**config.mk**
```make
export PLATFORM = sky130hd
export DESIGN_NAME = fcs_clock_source
export DESIGN_NICKNAME = d
export VERILOG_FILES = /design/src/verilog/fcs_pkg.sv /design/src/verilog/fcs_clock_source.sv
export SDC_FILE = /design/constraint.sdc
export NUM_CORES = 1
export LEC_CHECK = 0
export ABC_AREA = 0
export BUFFER_PORTS_ARGS = -buffer_cell sky130_fd_sc_hd__buf_2
export CORE_AREA = 4 4 119 121
export CTS_CLUSTER_SIZE = 30
export DETAILED_ROUTE_END_ITERATION = 16
export DIE_AREA = 0 0 123 125
export GPL_TIMING_DRIVEN = 0
export PLACE_DENSITY = 0.83
export SYNTH_ARGS = -nofsm -noshare
export SYNTH_HDL_FRONTEND = slang
export SYNTH_SLANG_ARGS = --single-unit
```
**constraint.sdc**
```tcl
create_clock -name clock -period 6.7 [get_ports clock]
set_input_delay 0.67 -clock clock [delete_from_list [all_inputs] [get_ports clock]]
set_output_delay 0.67 -clock clock [all_outputs]
set_load 0.05 [all_outputs]
```
**src/verilog/fcs_pkg.sv**
```systemverilog
// Constants, register map and mode encoding for the clock source unit.
// Assumes a single 10 MHz system clock; every derived clock is an enable pulse.

package fcs_pkg;

	// -------------------------------------------------------------------
	// Register map (byte addresses, one 32-bit word each)
	// -------------------------------------------------------------------
	localparam logic [11:0] CTRL1_ADDR  = 12'h000;
	localparam logic [11:0] CTRL2_ADDR  = 12'h004;
	localparam logic [11:0] TRIM_ADDR   = 12'h008;
	localparam logic [11:0] STATUS_ADDR = 12'h00C;

	// -------------------------------------------------------------------
	// Field positions
	// -------------------------------------------------------------------
	localparam int SRC_SEL_LSB     = 6;
	localparam int REF_DIV_LSB     = 3;
	localparam int INT_REF_SEL_BIT = 2;
	localparam int IRCLKEN_BIT     = 1;
	localparam int IRSTEN_BIT      = 0;
	localparam int BUS_DIV_LSB     = 6;
	localparam int RANGE_BIT       = 5;
	localparam int HIGH_GAIN_BIT   = 4;
	localparam int LOW_POWER_BIT   = 3;
	localparam int OSC_SEL_BIT     = 2;
	localparam int EXT_CLK_EN_BIT  = 1;
	localparam int ERSTEN_BIT  = 0;
	localparam int FLLEN_BIT   = 7;
	localparam int IRON_BIT    = 8;
	localparam int ERON_BIT    = 9;
	localparam int SRC_LSB     = 10;

	// -------------------------------------------------------------------
	// Reset values
	// -------------------------------------------------------------------
	localparam logic [7:0] CTRL1_RESET = 8'h04;
	localparam logic [7:0] CTRL2_RESET = 8'h40;
	localparam logic [8:0] TRIM_RESET  = 9'h100;

	// -------------------------------------------------------------------
	// Clock source selections
	// -------------------------------------------------------------------
	localparam logic [1:0] SRC_FLL = 2'h0;
	localparam logic [1:0] SRC_INT = 2'h1;
	localparam logic [1:0] SRC_EXT = 2'h2;

	// -------------------------------------------------------------------
	// Timing of the behavioural loop model
	// -------------------------------------------------------------------
	localparam int CLOCK_HZ           = 10_000_000;
	localparam int INT_REF_HZ         = 32_768;
	localparam logic [15:0] INT_REF_BASE = 16'(CLOCK_HZ / INT_REF_HZ - 256);
	localparam logic [15:0] FLL_FACTOR   = 16'h0008;
	localparam logic [15:0] DCO_RESET    = 16'h0020;

	typedef enum logic [6:0] {
		FCS_ENG_INT     = 7'h01,
		FCS_ENG_EXT     = 7'h02,
		FCS_BYP_INT     = 7'h04,
		FCS_BYP_INT_LOW = 7'h08,
		FCS_BYP_EXT     = 7'h10,
		FCS_BYP_EXT_LOW = 7'h20,
		FCS_STOP        = 7'h40
	} fcs_mode_t;

endpackage

```
**src/verilog/fcs_clock_source.sv**
```systemverilog
// Clock source unit: loop model, source selection, bus and debug dividers, APB registers.
// Assumes an on-chip APB master; all clocks leave as one-cycle enables on clock.
`timescale 1ns/10ps

// Operation
// - Reset lands in loop-engaged internal mode.
// - Engaged internal: loop output, internal reference.
// - Engaged external: loop output, external reference.
// - Bypassed internal: loop on, internal clock out.
// - Bypassed internal lowpower: loop off, no debug.
// - Bypassed external: loop on, external clock out.
// - Bypassed external lowpower: loop off, no debug.
// - Stop: loop off, no clocks, references optional.
// - Bus divider select divides 1,2,4,8.
// - Bus clock is half the output clock.
// - Debug clock is loop oscillator divided two.
// - Reference divider selected by three bits.
// - Internal reference trimmed by nine bits.
// - Drive the external oscillator control signals.
// - All ports stay on chip.
// - Source select: loop, internal, external, reserved.
// - Bus divider resets to divide by two.
// - Reference divider 1 to 128, resets 000.
// - Low power bypass disables loop unless debugging.
module fcs_clock_source
(
	input  wire logic        clock,
	input  wire logic        rst,
	input  wire logic        psel,
	input  wire logic        penable,
	input  wire logic        pwrite,
	input  wire logic [11:0] paddr,
	input  wire logic [31:0] pwdata,
	output logic      [31:0] prdata,
	output logic             pready,
	output logic             pslverr,
	input  wire logic        stop_request,
	input  wire logic        bdm_active,
	input  wire logic        ext_ref_tick,
	output logic             clock_source_output,
	output logic             bus_clock_en,
	output logic             background_debug_clock,
	output logic             fll_enabled,
	output logic             int_ref_clock_active,
	output logic             ext_ref_clock_enable,
	output logic             ext_ref_stop_enable,
	output logic             ext_ref_oscillator_select,
	output logic             high_gain_select,
	output logic             range_select,
	output logic [6:0]       mode_state
);

	// -------------------------------------------------------------------
	// Register state
	// -------------------------------------------------------------------
	logic [7:0]               ctrl1_reg;
	logic [7:0]               ctrl2_reg;
	logic [8:0]               trim_reg;
	fcs_pkg::fcs_mode_t       mode_reg;
	fcs_pkg::fcs_mode_t       mode_next;
	logic [1:0]               src_sel;
	logic [2:0]               ref_div;
	logic [1:0]               bus_div;
	logic                     int_ref_sel;
	logic                     low_power;
	logic                     fll_on;
	logic                     ir_on;
	logic                     er_on;
	logic                     wr_en;
	logic                     rd_en;

	assign src_sel     = ctrl1_reg[fcs_pkg::SRC_SEL_LSB +: 2];
	assign ref_div     = ctrl1_reg[fcs_pkg::REF_DIV_LSB +: 3];
	assign int_ref_sel = ctrl1_reg[fcs_pkg::INT_REF_SEL_BIT];
	assign bus_div     = ctrl2_reg[fcs_pkg::BUS_DIV_LSB +: 2];
	assign low_power   = ctrl2_reg[fcs_pkg::LOW_POWER_BIT];
	assign wr_en = psel && penable && pwrite && !pready;
	assign rd_en = psel && penable && !pwrite && !pready;

	// Reports whether an address hits one of the four words.
	function automatic logic addr_hit(input logic [11:0] a);
		addr_hit = (a == fcs_pkg::CTRL1_ADDR) || (a == fcs_pkg::CTRL2_ADDR)
			|| (a == fcs_pkg::TRIM_ADDR) || (a == fcs_pkg::STATUS_ADDR);
	endfunction

	// Operating mode from the configuration bits and the stop request.
	function automatic fcs_pkg::fcs_mode_t decode_mode(input logic [1:0] src,
		input logic ref_int, input logic low_pwr, input logic dbg, input logic stp);
		logic lpm;
		lpm = low_pwr && !dbg;
		if (stp)
			decode_mode = fcs_pkg::FCS_STOP;
		else if (src == fcs_pkg::SRC_INT)
			decode_mode = lpm ? fcs_pkg::FCS_BYP_INT_LOW : fcs_pkg::FCS_BYP_INT;
		else if (src == fcs_pkg::SRC_EXT)
			decode_mode = lpm ? fcs_pkg::FCS_BYP_EXT_LOW : fcs_pkg::FCS_BYP_EXT;
		else
			decode_mode = ref_int ? fcs_pkg::FCS_ENG_INT : fcs_pkg::FCS_ENG_EXT;
	endfunction

	assign mode_next = decode_mode(src_sel, int_ref_sel, low_power, bdm_active, stop_request);

	// -------------------------------------------------------------------
	// APB register writes
	// -------------------------------------------------------------------
	// A reserved source code is stored as the loop selection.
	always_ff @(posedge clock or posedge rst)
	begin
		if (rst)
		begin
			ctrl1_reg <= fcs_pkg::CTRL1_RESET;
			ctrl2_reg <= fcs_pkg::CTRL2_RESET;
			trim_reg  <= fcs_pkg::TRIM_RESET;
		end
		else if (wr_en)
		begin
			if (paddr == fcs_pkg::CTRL1_ADDR)
			begin
				ctrl1_reg <= pwdata[7:0];
				if (pwdata[7:6] == 2'h3)
					ctrl1_reg[fcs_pkg::SRC_SEL_LSB +: 2] <= fcs_pkg::SRC_FLL;
			end
			if (paddr == fcs_pkg::CTRL2_ADDR)
				ctrl2_reg <= pwdata[7:0];
			if (paddr == fcs_pkg::TRIM_ADDR)
				trim_reg <= pwdata[8:0];
		end
	end

	// -------------------------------------------------------------------
	// APB answer: one wait state, registered data and error
	// -------------------------------------------------------------------
	always_ff @(posedge clock or posedge rst)
	begin
		if (rst)
		begin
			pready  <= 1'b0;
			pslverr <= 1'b0;
			prdata  <= 32'h0000_0000;
		end
		else
		begin
			pready  <= psel && penable && !pready;
			pslverr <= psel && penable && !pready && !addr_hit(paddr);
			prdata  <= 32'h0000_0000;
			if (rd_en)
			begin
				unique case (paddr)
					fcs_pkg::CTRL1_ADDR:  prdata <= {24'h00_0000, ctrl1_reg};
					fcs_pkg::CTRL2_ADDR:  prdata <= {24'h00_0000, ctrl2_reg};
					fcs_pkg::TRIM_ADDR:   prdata <= {23'h00_0000, trim_reg};
					fcs_pkg::STATUS_ADDR: prdata <= {20'h0_0000, src_sel, er_on, ir_on,
						fll_on, mode_reg};
					default:              prdata <= 32'h0000_0000;
				endcase
			end
		end
	end

	// -------------------------------------------------------------------
	// Mode and enables of loop and references
	// -------------------------------------------------------------------
	always_ff @(posedge clock or posedge rst)
	begin
		if (rst)
			mode_reg <= fcs_pkg::FCS_ENG_INT;
		else
			mode_reg <= mode_next;
	end

	// The loop runs in every mode except the low power bypasses and stop.
	assign fll_on = mode_reg inside {fcs_pkg::FCS_ENG_INT, fcs_pkg::FCS_ENG_EXT,
		fcs_pkg::FCS_BYP_INT, fcs_pkg::FCS_BYP_EXT};

	logic ir_used_reg;
	logic er_used_reg;

	// Which reference was in use is latched while running, so stop can keep it.
	always_ff @(posedge clock or posedge rst)
	begin
		if (rst)
		begin
			ir_used_reg <= 1'b1;
			er_used_reg <= 1'b0;
		end
		else if (mode_reg != fcs_pkg::FCS_STOP)
		begin
			ir_used_reg <= mode_reg inside {fcs_pkg::FCS_ENG_INT, fcs_pkg::FCS_BYP_INT,
				fcs_pkg::FCS_BYP_INT_LOW};
			er_used_reg <= mode_reg inside {fcs_pkg::FCS_ENG_EXT, fcs_pkg::FCS_BYP_EXT,
				fcs_pkg::FCS_BYP_EXT_LOW};
		end
	end

	assign ir_on = (mode_reg != fcs_pkg::FCS_STOP) || (ctrl1_reg[fcs_pkg::IRSTEN_BIT]
		&& (ctrl1_reg[fcs_pkg::IRCLKEN_BIT] || ir_used_reg));
	assign er_on = (mode_reg != fcs_pkg::FCS_STOP) ? (ctrl2_reg[fcs_pkg::EXT_CLK_EN_BIT]
		|| er_used_reg) : (ctrl2_reg[fcs_pkg::ERSTEN_BIT]
		&& (ctrl2_reg[fcs_pkg::EXT_CLK_EN_BIT] || er_used_reg));

	// -------------------------------------------------------------------
	// Internal reference with nine-bit trim
	// -------------------------------------------------------------------
	logic [15:0] ir_cnt_reg;
	logic        ir_tick;
	logic        er_tick;

	assign ir_tick = ir_on && (ir_cnt_reg == 16'h0000);
	assign er_tick = er_on && ext_ref_tick;

	// A larger trim value lengthens the period and so lowers the frequency.
	always_ff @(posedge clock or posedge rst)
	begin
		if (rst)
			ir_cnt_reg <= 16'h0000;
		else if (!ir_on)
			ir_cnt_reg <= 16'h0000;
		else if (ir_tick)
			ir_cnt_reg <= fcs_pkg::INT_REF_BASE + {7'h00, trim_reg};
		else
			ir_cnt_reg <= ir_cnt_reg - 16'h0001;
	end

	// -------------------------------------------------------------------
	// Reference divider and frequency-locked loop
	// -------------------------------------------------------------------
	logic [6:0]  ref_div_cnt_reg;
	logic        fll_ref_tick;
	logic        ref_tick;
	logic [15:0] dco_cnt_reg;
	logic [15:0] dco_period_reg;
	logic [15:0] dco_seen_reg;
	logic        dco_tick;

	assign ref_tick     = int_ref_sel ? ir_tick : er_tick;
	assign fll_ref_tick = fll_on && ref_tick
		&& (ref_div_cnt_reg == 7'(({7'h00, 1'b1} << ref_div) - 8'h01));

	always_ff @(posedge clock or posedge rst)
	begin
		if (rst)
			ref_div_cnt_reg <= 7'h00;
		else if (!fll_on)
			ref_div_cnt_reg <= 7'h00;
		else if (fll_ref_tick)
			ref_div_cnt_reg <= 7'h00;
		else if (ref_tick)
			ref_div_cnt_reg <= ref_div_cnt_reg + 7'h01;
	end

	assign dco_tick = fll_on && (dco_cnt_reg == 16'h0000);

	always_ff @(posedge clock or posedge rst)
	begin
		if (rst)
			dco_cnt_reg <= 16'h0000;
		else if (!fll_on || dco_tick)
			dco_cnt_reg <= dco_period_reg;
		else
			dco_cnt_reg <= dco_cnt_reg - 16'h0001;
	end

	// Each divided reference period the oscillator count is compared with the
	// target and the period nudged by one, a slow but monotonic lock.
	always_ff @(posedge clock or posedge rst)
	begin
		if (rst)
		begin
			dco_period_reg <= fcs_pkg::DCO_RESET;
			dco_seen_reg   <= 16'h0000;
		end
		else if (!fll_on)
			dco_seen_reg <= 16'h0000;
		else if (fll_ref_tick)
		begin
			dco_seen_reg <= 16'h0000;
			if (dco_seen_reg > fcs_pkg::FLL_FACTOR)
				dco_period_reg <= dco_period_reg + 16'h0001;
			else if (dco_seen_reg < fcs_pkg::FLL_FACTOR && dco_period_reg != 16'h0000)
				dco_period_reg <= dco_period_reg - 16'h0001;
		end
		else if (dco_tick && dco_seen_reg != 16'hFFFF)
			dco_seen_reg <= dco_seen_reg + 16'h0001;
	end

	// -------------------------------------------------------------------
	// Debug clock: constant halving of the oscillator
	// -------------------------------------------------------------------
	logic dbg_phase_reg;

	always_ff @(posedge clock or posedge rst)
	begin
		if (rst)
		begin
			dbg_phase_reg          <= 1'b0;
			background_debug_clock <= 1'b0;
		end
		else
		begin
			if (dco_tick)
				dbg_phase_reg <= !dbg_phase_reg;
			background_debug_clock <= dco_tick && dbg_phase_reg;
		end
	end

	// -------------------------------------------------------------------
	// Source selection, bus divider and bus clock
	// -------------------------------------------------------------------
	logic [1:0] src_reg;
	logic       src_tick;
	logic [6:0] bus_div_cnt_reg;
	logic       out_tick;
	logic       bus_phase_reg;
	logic [1:0] want_src;

	assign want_src = (src_sel == 2'h3) ? fcs_pkg::SRC_FLL : src_sel;

	always_comb
	begin
		unique case (src_reg)
			fcs_pkg::SRC_INT: src_tick = ir_tick;
			fcs_pkg::SRC_EXT: src_tick = er_tick;
			default:          src_tick = dco_tick;
		endcase
	end

	assign out_tick = (mode_reg != fcs_pkg::FCS_STOP) && src_tick
		&& (bus_div_cnt_reg == 7'(({7'h00, 1'b1} << bus_div) - 8'h01));

	// The source changes at an output tick or in any cycle where the divider count is zero
	// and the current source gives no tick, so the count is always zero when it changes.
	always_ff @(posedge clock or posedge rst)
	begin
		if (rst)
		begin
			src_reg         <= fcs_pkg::SRC_FLL;
			bus_div_cnt_reg <= 7'h00;
		end
		else if (out_tick || bus_div_cnt_reg == 7'h00 && !src_tick)
		begin
			src_reg         <= want_src;
			bus_div_cnt_reg <= 7'h00;
		end
		else if (src_tick)
			bus_div_cnt_reg <= bus_div_cnt_reg + 7'h01;
	end

	always_ff @(posedge clock or posedge rst)
	begin
		if (rst)
		begin
			clock_source_output <= 1'b0;
			bus_clock_en        <= 1'b0;
			bus_phase_reg       <= 1'b0;
		end
		else
		begin
			clock_source_output <= out_tick;
			if (out_tick)
				bus_phase_reg <= !bus_phase_reg;
			bus_clock_en <= out_tick && bus_phase_reg;
		end
	end

	// -------------------------------------------------------------------
	// Status and oscillator control outputs, on-chip only
	// -------------------------------------------------------------------
	always_ff @(posedge clock or posedge rst)
	begin
		if (rst)
		begin
			fll_enabled               <= 1'b1;
			int_ref_clock_active      <= 1'b0;
			ext_ref_clock_enable      <= 1'b0;
			ext_ref_stop_enable       <= 1'b0;
			ext_ref_oscillator_select <= 1'b0;
			high_gain_select          <= 1'b0;
			range_select              <= 1'b0;
			mode_state                <= fcs_pkg::FCS_ENG_INT;
		end
		else
		begin
			fll_enabled               <= fll_on;
			int_ref_clock_active      <= ir_on && ctrl1_reg[fcs_pkg::IRCLKEN_BIT];
			ext_ref_clock_enable      <= er_on;
			ext_ref_stop_enable       <= ctrl2_reg[fcs_pkg::ERSTEN_BIT];
			ext_ref_oscillator_select <= ctrl2_reg[fcs_pkg::OSC_SEL_BIT];
			high_gain_select          <= ctrl2_reg[fcs_pkg::HIGH_GAIN_BIT];
			range_select              <= ctrl2_reg[fcs_pkg::RANGE_BIT];
			mode_state                <= mode_reg;
		end
	end

endmodule // fcs_clock_source

```
==> impl_summary.txt <==
----------------------------------------------------
[Status]
  Run status ... completed

[CTS]
  Post-CTS repair timing setup buffer count ... 0
  Hold-fix buffers at CTS ... 0
  CTS tree ... done
  Clock input transition at the sequential cells of the worst setup and hold paths ... 0.06 ns
  H-tree depth ... 4
  Insertion delay to the later sink of the worst-skew pair ... 0.42 ns
  Library cell used as clock root buffer ... sky130_fd_sc_hd__clkbuf_16
  Clock sinks ... 147
  Number of instances resized during post-cts repair ... 0
  Buffers from clock root to sink, at most ... 2
  Total clock buffers created by CTS ... 17

[STA]
  Count of final max-slew check failures ... 0
  Max-Slew Margin vs Limit ... 39.68%
  Final Hold Fails ... 0
  Number of endpoints failing setup at the final stage ... 0
  Part of the cycle the worst path needs ... 63.35%
  Clock skew after layout ... 0.007540 ns
  Final critical path time including I/O delays and setup ... 4.245 ns
  Setup repair after global routing missed its margin ... false
  Actual transition at the worst max-transition pin ... 0.9014 ns
  Final sum of negative setup slack ... 0 ns
  Maximum clock frequency ... 235.6 MHz

[Logic synthesis]
  Proportion of register bits with asynchronous set or reset after synthesis ... 100.0%
  Simple-gate portion of the synthesized area ... between 10% and 20%
  Combined area of all synthesized cells ... 7969 um^2
  Sequential fraction of the synthesis area ... 46.29%
  Post-Syn Instances ... approximately 800
  Total of warnings raised by yosys ... 0
  Multiplexer share of the synthesized area ... between 6 and 7%
  Number of synthesized flops with an enable pin ... 0
  Share of the synthesized netlist area taken by xor and xnor gates ... 8.463%
  Combinational family with the most area after synthesis ... simple AND/OR/NAND/NOR gates
  Compound-gate portion of the synthesized area ... between 10 and 15%
  Most used DFF post-synth ... sky130_fd_sc_hd__dfrtp_1
  Synth cell types ... 70
  Adder-Cell Fraction of Synth Area ... 4.962%
  Synthesized area per cell ... between 9 and 10 um^2
  Register bit total from synthesis ... between 100 and 150

[Final layout]
  Count of non-filler cells in the finished layout ... 1089
  End-of-flow core utilization ... 70.42%
  ANT cells ... 0
  Layout cell share with drive strength beyond 1 ... roughly 18%
  Layout Area Growth over Synthesis ... 15.64%
  Most frequent cells in the layout ... sky130_fd_sc_hd__dfrtp_1, sky130_fd_sc_hd__nor2_1, sky130_fd_sc_hd__nand2_1
  Nets ... 983
  Most frequent standard cell in the layout excluding fill and tap cells ... sky130_fd_sc_hd__dfrtp_1

[Die]
  Placement row count ... 42
  Initial cell density of the core ... 60.90%
  Io pins ... slightly above 100
  Floorplan Core Area ... around 13000 um^2
  Die Outline Area ... 15380 um^2
  Vertical die dimension ... 125 um
  Width of the die ... 123 um

[Critical path]
  Type of destination of the critical path ... flip-flop
  Largest driver fanout on the critical path ... 17
  Worst Path Class, Setup ... reg2reg
  Largest delay share family, worst path ... compound AO/OA/AOI/OAI gates
  Critical path data arrival time ... 4.59 ns
  Launching element type of the critical path ... flip-flop
  Crit path largest cell delay ... about 0.53 ns
  Critical-path cell list ... nor4_1 > nand4_1 > inv_1 > ha_1 > a2111o_1 > a21o_1 > a2111oi_0 > nor3_1 > a211oi_1 > a21oi_1 > mux2i_1 > xnor2_1
  Required time of the critical path ... 7.05 ns
  Cell type of the slowest stage on the worst timing path ... sky130_fd_sc_hd__inv_1
  Sum of buffers and inverters on the critical path ... 1

[Route]
  Overall routed net length ... 17490 um
  Total via count in the routed design ... around 6200
  Number of DRC markers after the initial detailed-route iteration ... 532
  Mean number of vias per cell ... approximately 5.7
  Post-DRT Antenna Nets ... 0
  Post-route DRC ... 0
  Iteration count of the initial detailed-routing pass ... 7
  Wire per inst ... 16.06 um

[Global route]
  Via count of the first global-routing pass ... ~6000
  Largest net degree at the start of global routing ... 98
  Antenna violations before repair ... 0
  Global-route wire length before repair ... ~29000 um
  Total overflow reported by the global router ... 0
  Overall Global Routing Usage ... 23.30%

[Power and ir drop]
  Power per unit of standard cell area ... around 250 nW/um^2
  IR drop worst, VDD ... 196.2 uV
  Leakage power summed over all cells ... roughly 4.4 nW

[Flow run]
  Total of max-cap violations ... 0

[Place]
  Routability congestion estimate from global placement ... 0.8465
  HPWL after detailed placement ... 12000 um
  IO Port Bufs ... 58
  Inst Count DP ... 1057

[Hold path]
  Worst min path class ... in2async

----------------------------------------------------
-- metrics by stage --
stage	power [W]	hold WS [ns]	worst slack [ns]	area (um^2)
2_1_floorplan	0.001257	0.3519	2.092	8040
3_3_place_gp	0.001323	0.3558	0.5672	8551
6_report	0.002340	0.2764	2.455	9215
4_1_cts	0.002348	0.2850	2.454	9215
3_5_place_dp	0.001339	0.3608	2.483	8583
5_1_grt	0.002430	0.3185	2.149	9215
-- cells in the mapped netlist, types with 2 or more instances --
cell type,instances,area share (%)
sky130_fd_sc_hd__dfrtp_1,139,44
sky130_fd_sc_hd__nor2_1,81,3.8
sky130_fd_sc_hd__nand2_1,74,3.5
sky130_fd_sc_hd__xor2_1,42,4.6
sky130_fd_sc_hd__o21ai_0,40,2.5
sky130_fd_sc_hd__xnor2_1,35,3.8
sky130_fd_sc_hd__ha_1,30,4.7
sky130_fd_sc_hd__clkbuf_1,25,1.2
sky130_fd_sc_hd__mux2_2,24,3.4
sky130_fd_sc_hd__inv_1,23,1.1
sky130_fd_sc_hd__a21oi_1,22,1.4
sky130_fd_sc_hd__mux2i_1,21,2.6
sky130_fd_sc_hd__nor3_1,21,1.3
sky130_fd_sc_hd__buf_4,20,1.9
sky130_fd_sc_hd__nor4_1,18,1.4
sky130_fd_sc_hd__nand3_1,16,1.0
sky130_fd_sc_hd__or3_1,16,1.3
sky130_fd_sc_hd__o21ai_1,14,0.88
sky130_fd_sc_hd__nand2b_1,12,0.94
sky130_fd_sc_hd__and3_1,10,0.79
sky130_fd_sc_hd__nand4_1,9,0.71
sky130_fd_sc_hd__a211oi_1,8,0.75
sky130_fd_sc_hd__dfstp_2,8,2.6
sky130_fd_sc_hd__nor2b_1,8,0.63
sky130_fd_sc_hd__nor3b_1,7,0.66
sky130_fd_sc_hd__o22a_1,7,0.77
sky130_fd_sc_hd__o21a_1,5,0.47
sky130_fd_sc_hd__or2_2,5,0.39
sky130_fd_sc_hd__nand3b_1,4,0.38
sky130_fd_sc_hd__nor4b_1,4,0.44
sky130_fd_sc_hd__a31oi_1,3,0.24
sky130_fd_sc_hd__o22ai_1,3,0.24
sky130_fd_sc_hd__or4b_1,3,0.38
sky130_fd_sc_hd__a21boi_0,2,0.19
sky130_fd_sc_hd__a21o_1,2,0.19
sky130_fd_sc_hd__and2_1,2,0.16
sky130_fd_sc_hd__buf_1,2,0.094
sky130_fd_sc_hd__buf_2,2,0.13
sky130_fd_sc_hd__nand4b_1,2,0.22
sky130_fd_sc_hd__o211a_1,2,0.25
sky130_fd_sc_hd__o211ai_1,2,0.19
sky130_fd_sc_hd__o21bai_1,2,0.19
-- power by group --
part | leakage (nW) | internal (W) | switching, W | total [W]
sequential | 1.99 | 0.000944 | 0.0000478 | 0.000992
combinational | 2.12 | 0.000122 | 0.000215 | 0.000337
clock | 0.294 | 0.000628 | 0.000383 | 0.00101
total | 4.41 | 0.00169 | 0.000646 | 0.00234
-- path summary, 6_finish.rpt --
check | from | end | slack (ns) | depth (start not counted)
setup / recovery | dco_seen_reg[4] | dco_period_reg[15] | 2.46 | 12
hold / removal | rst | dco_seen_reg[4] | 0.28 | 2
setup reg to reg | dco_seen_reg[4] | dco_period_reg[15] | 2.46 | 12
max in group asynchronous | rst | dco_period_reg[5] | 5.59 | 3
hold reg to reg | mode_reg[6] | mode_state[6] | 0.38 | 0
min in group clock | mode_reg[6] | mode_state[6] | 0.38 | 0
-- routing by layer --
metal	global-route usage, %	vias to the layer above	wire (um)
met5	0	-	0
met4	8.730	0	425
met3	4.923	41	1072
met2	39.43	207	8705
met1	29.28	2956	7289
li1	-	2968	-
-- logic make-up after synthesis --
family / Yosys count
multiplexers: 46
AND/OR/NAND/NOR: 304
buffers and inverters: 72
other: 1
adder cells (fa/ha/maj): 31
XOR/XNOR: 77
flip-flops: 147
AO/OA/AOI/OAI: 125
-- layout make-up --
type | instances | area [um^2]
buffer | 49 | 261.5
clock inverter | 14 | 202.7
sequential | 147 | 3689
tap | 176 | 220.2
fill | 905 | 3870
timing repair buffer | 59 | 317.8
inverter | 23 | 91.34
clock buffer | 18 | 429.2
multi-input combinational | 603 | 4004
No activity file was read; power rests on OpenSTA's default activity.
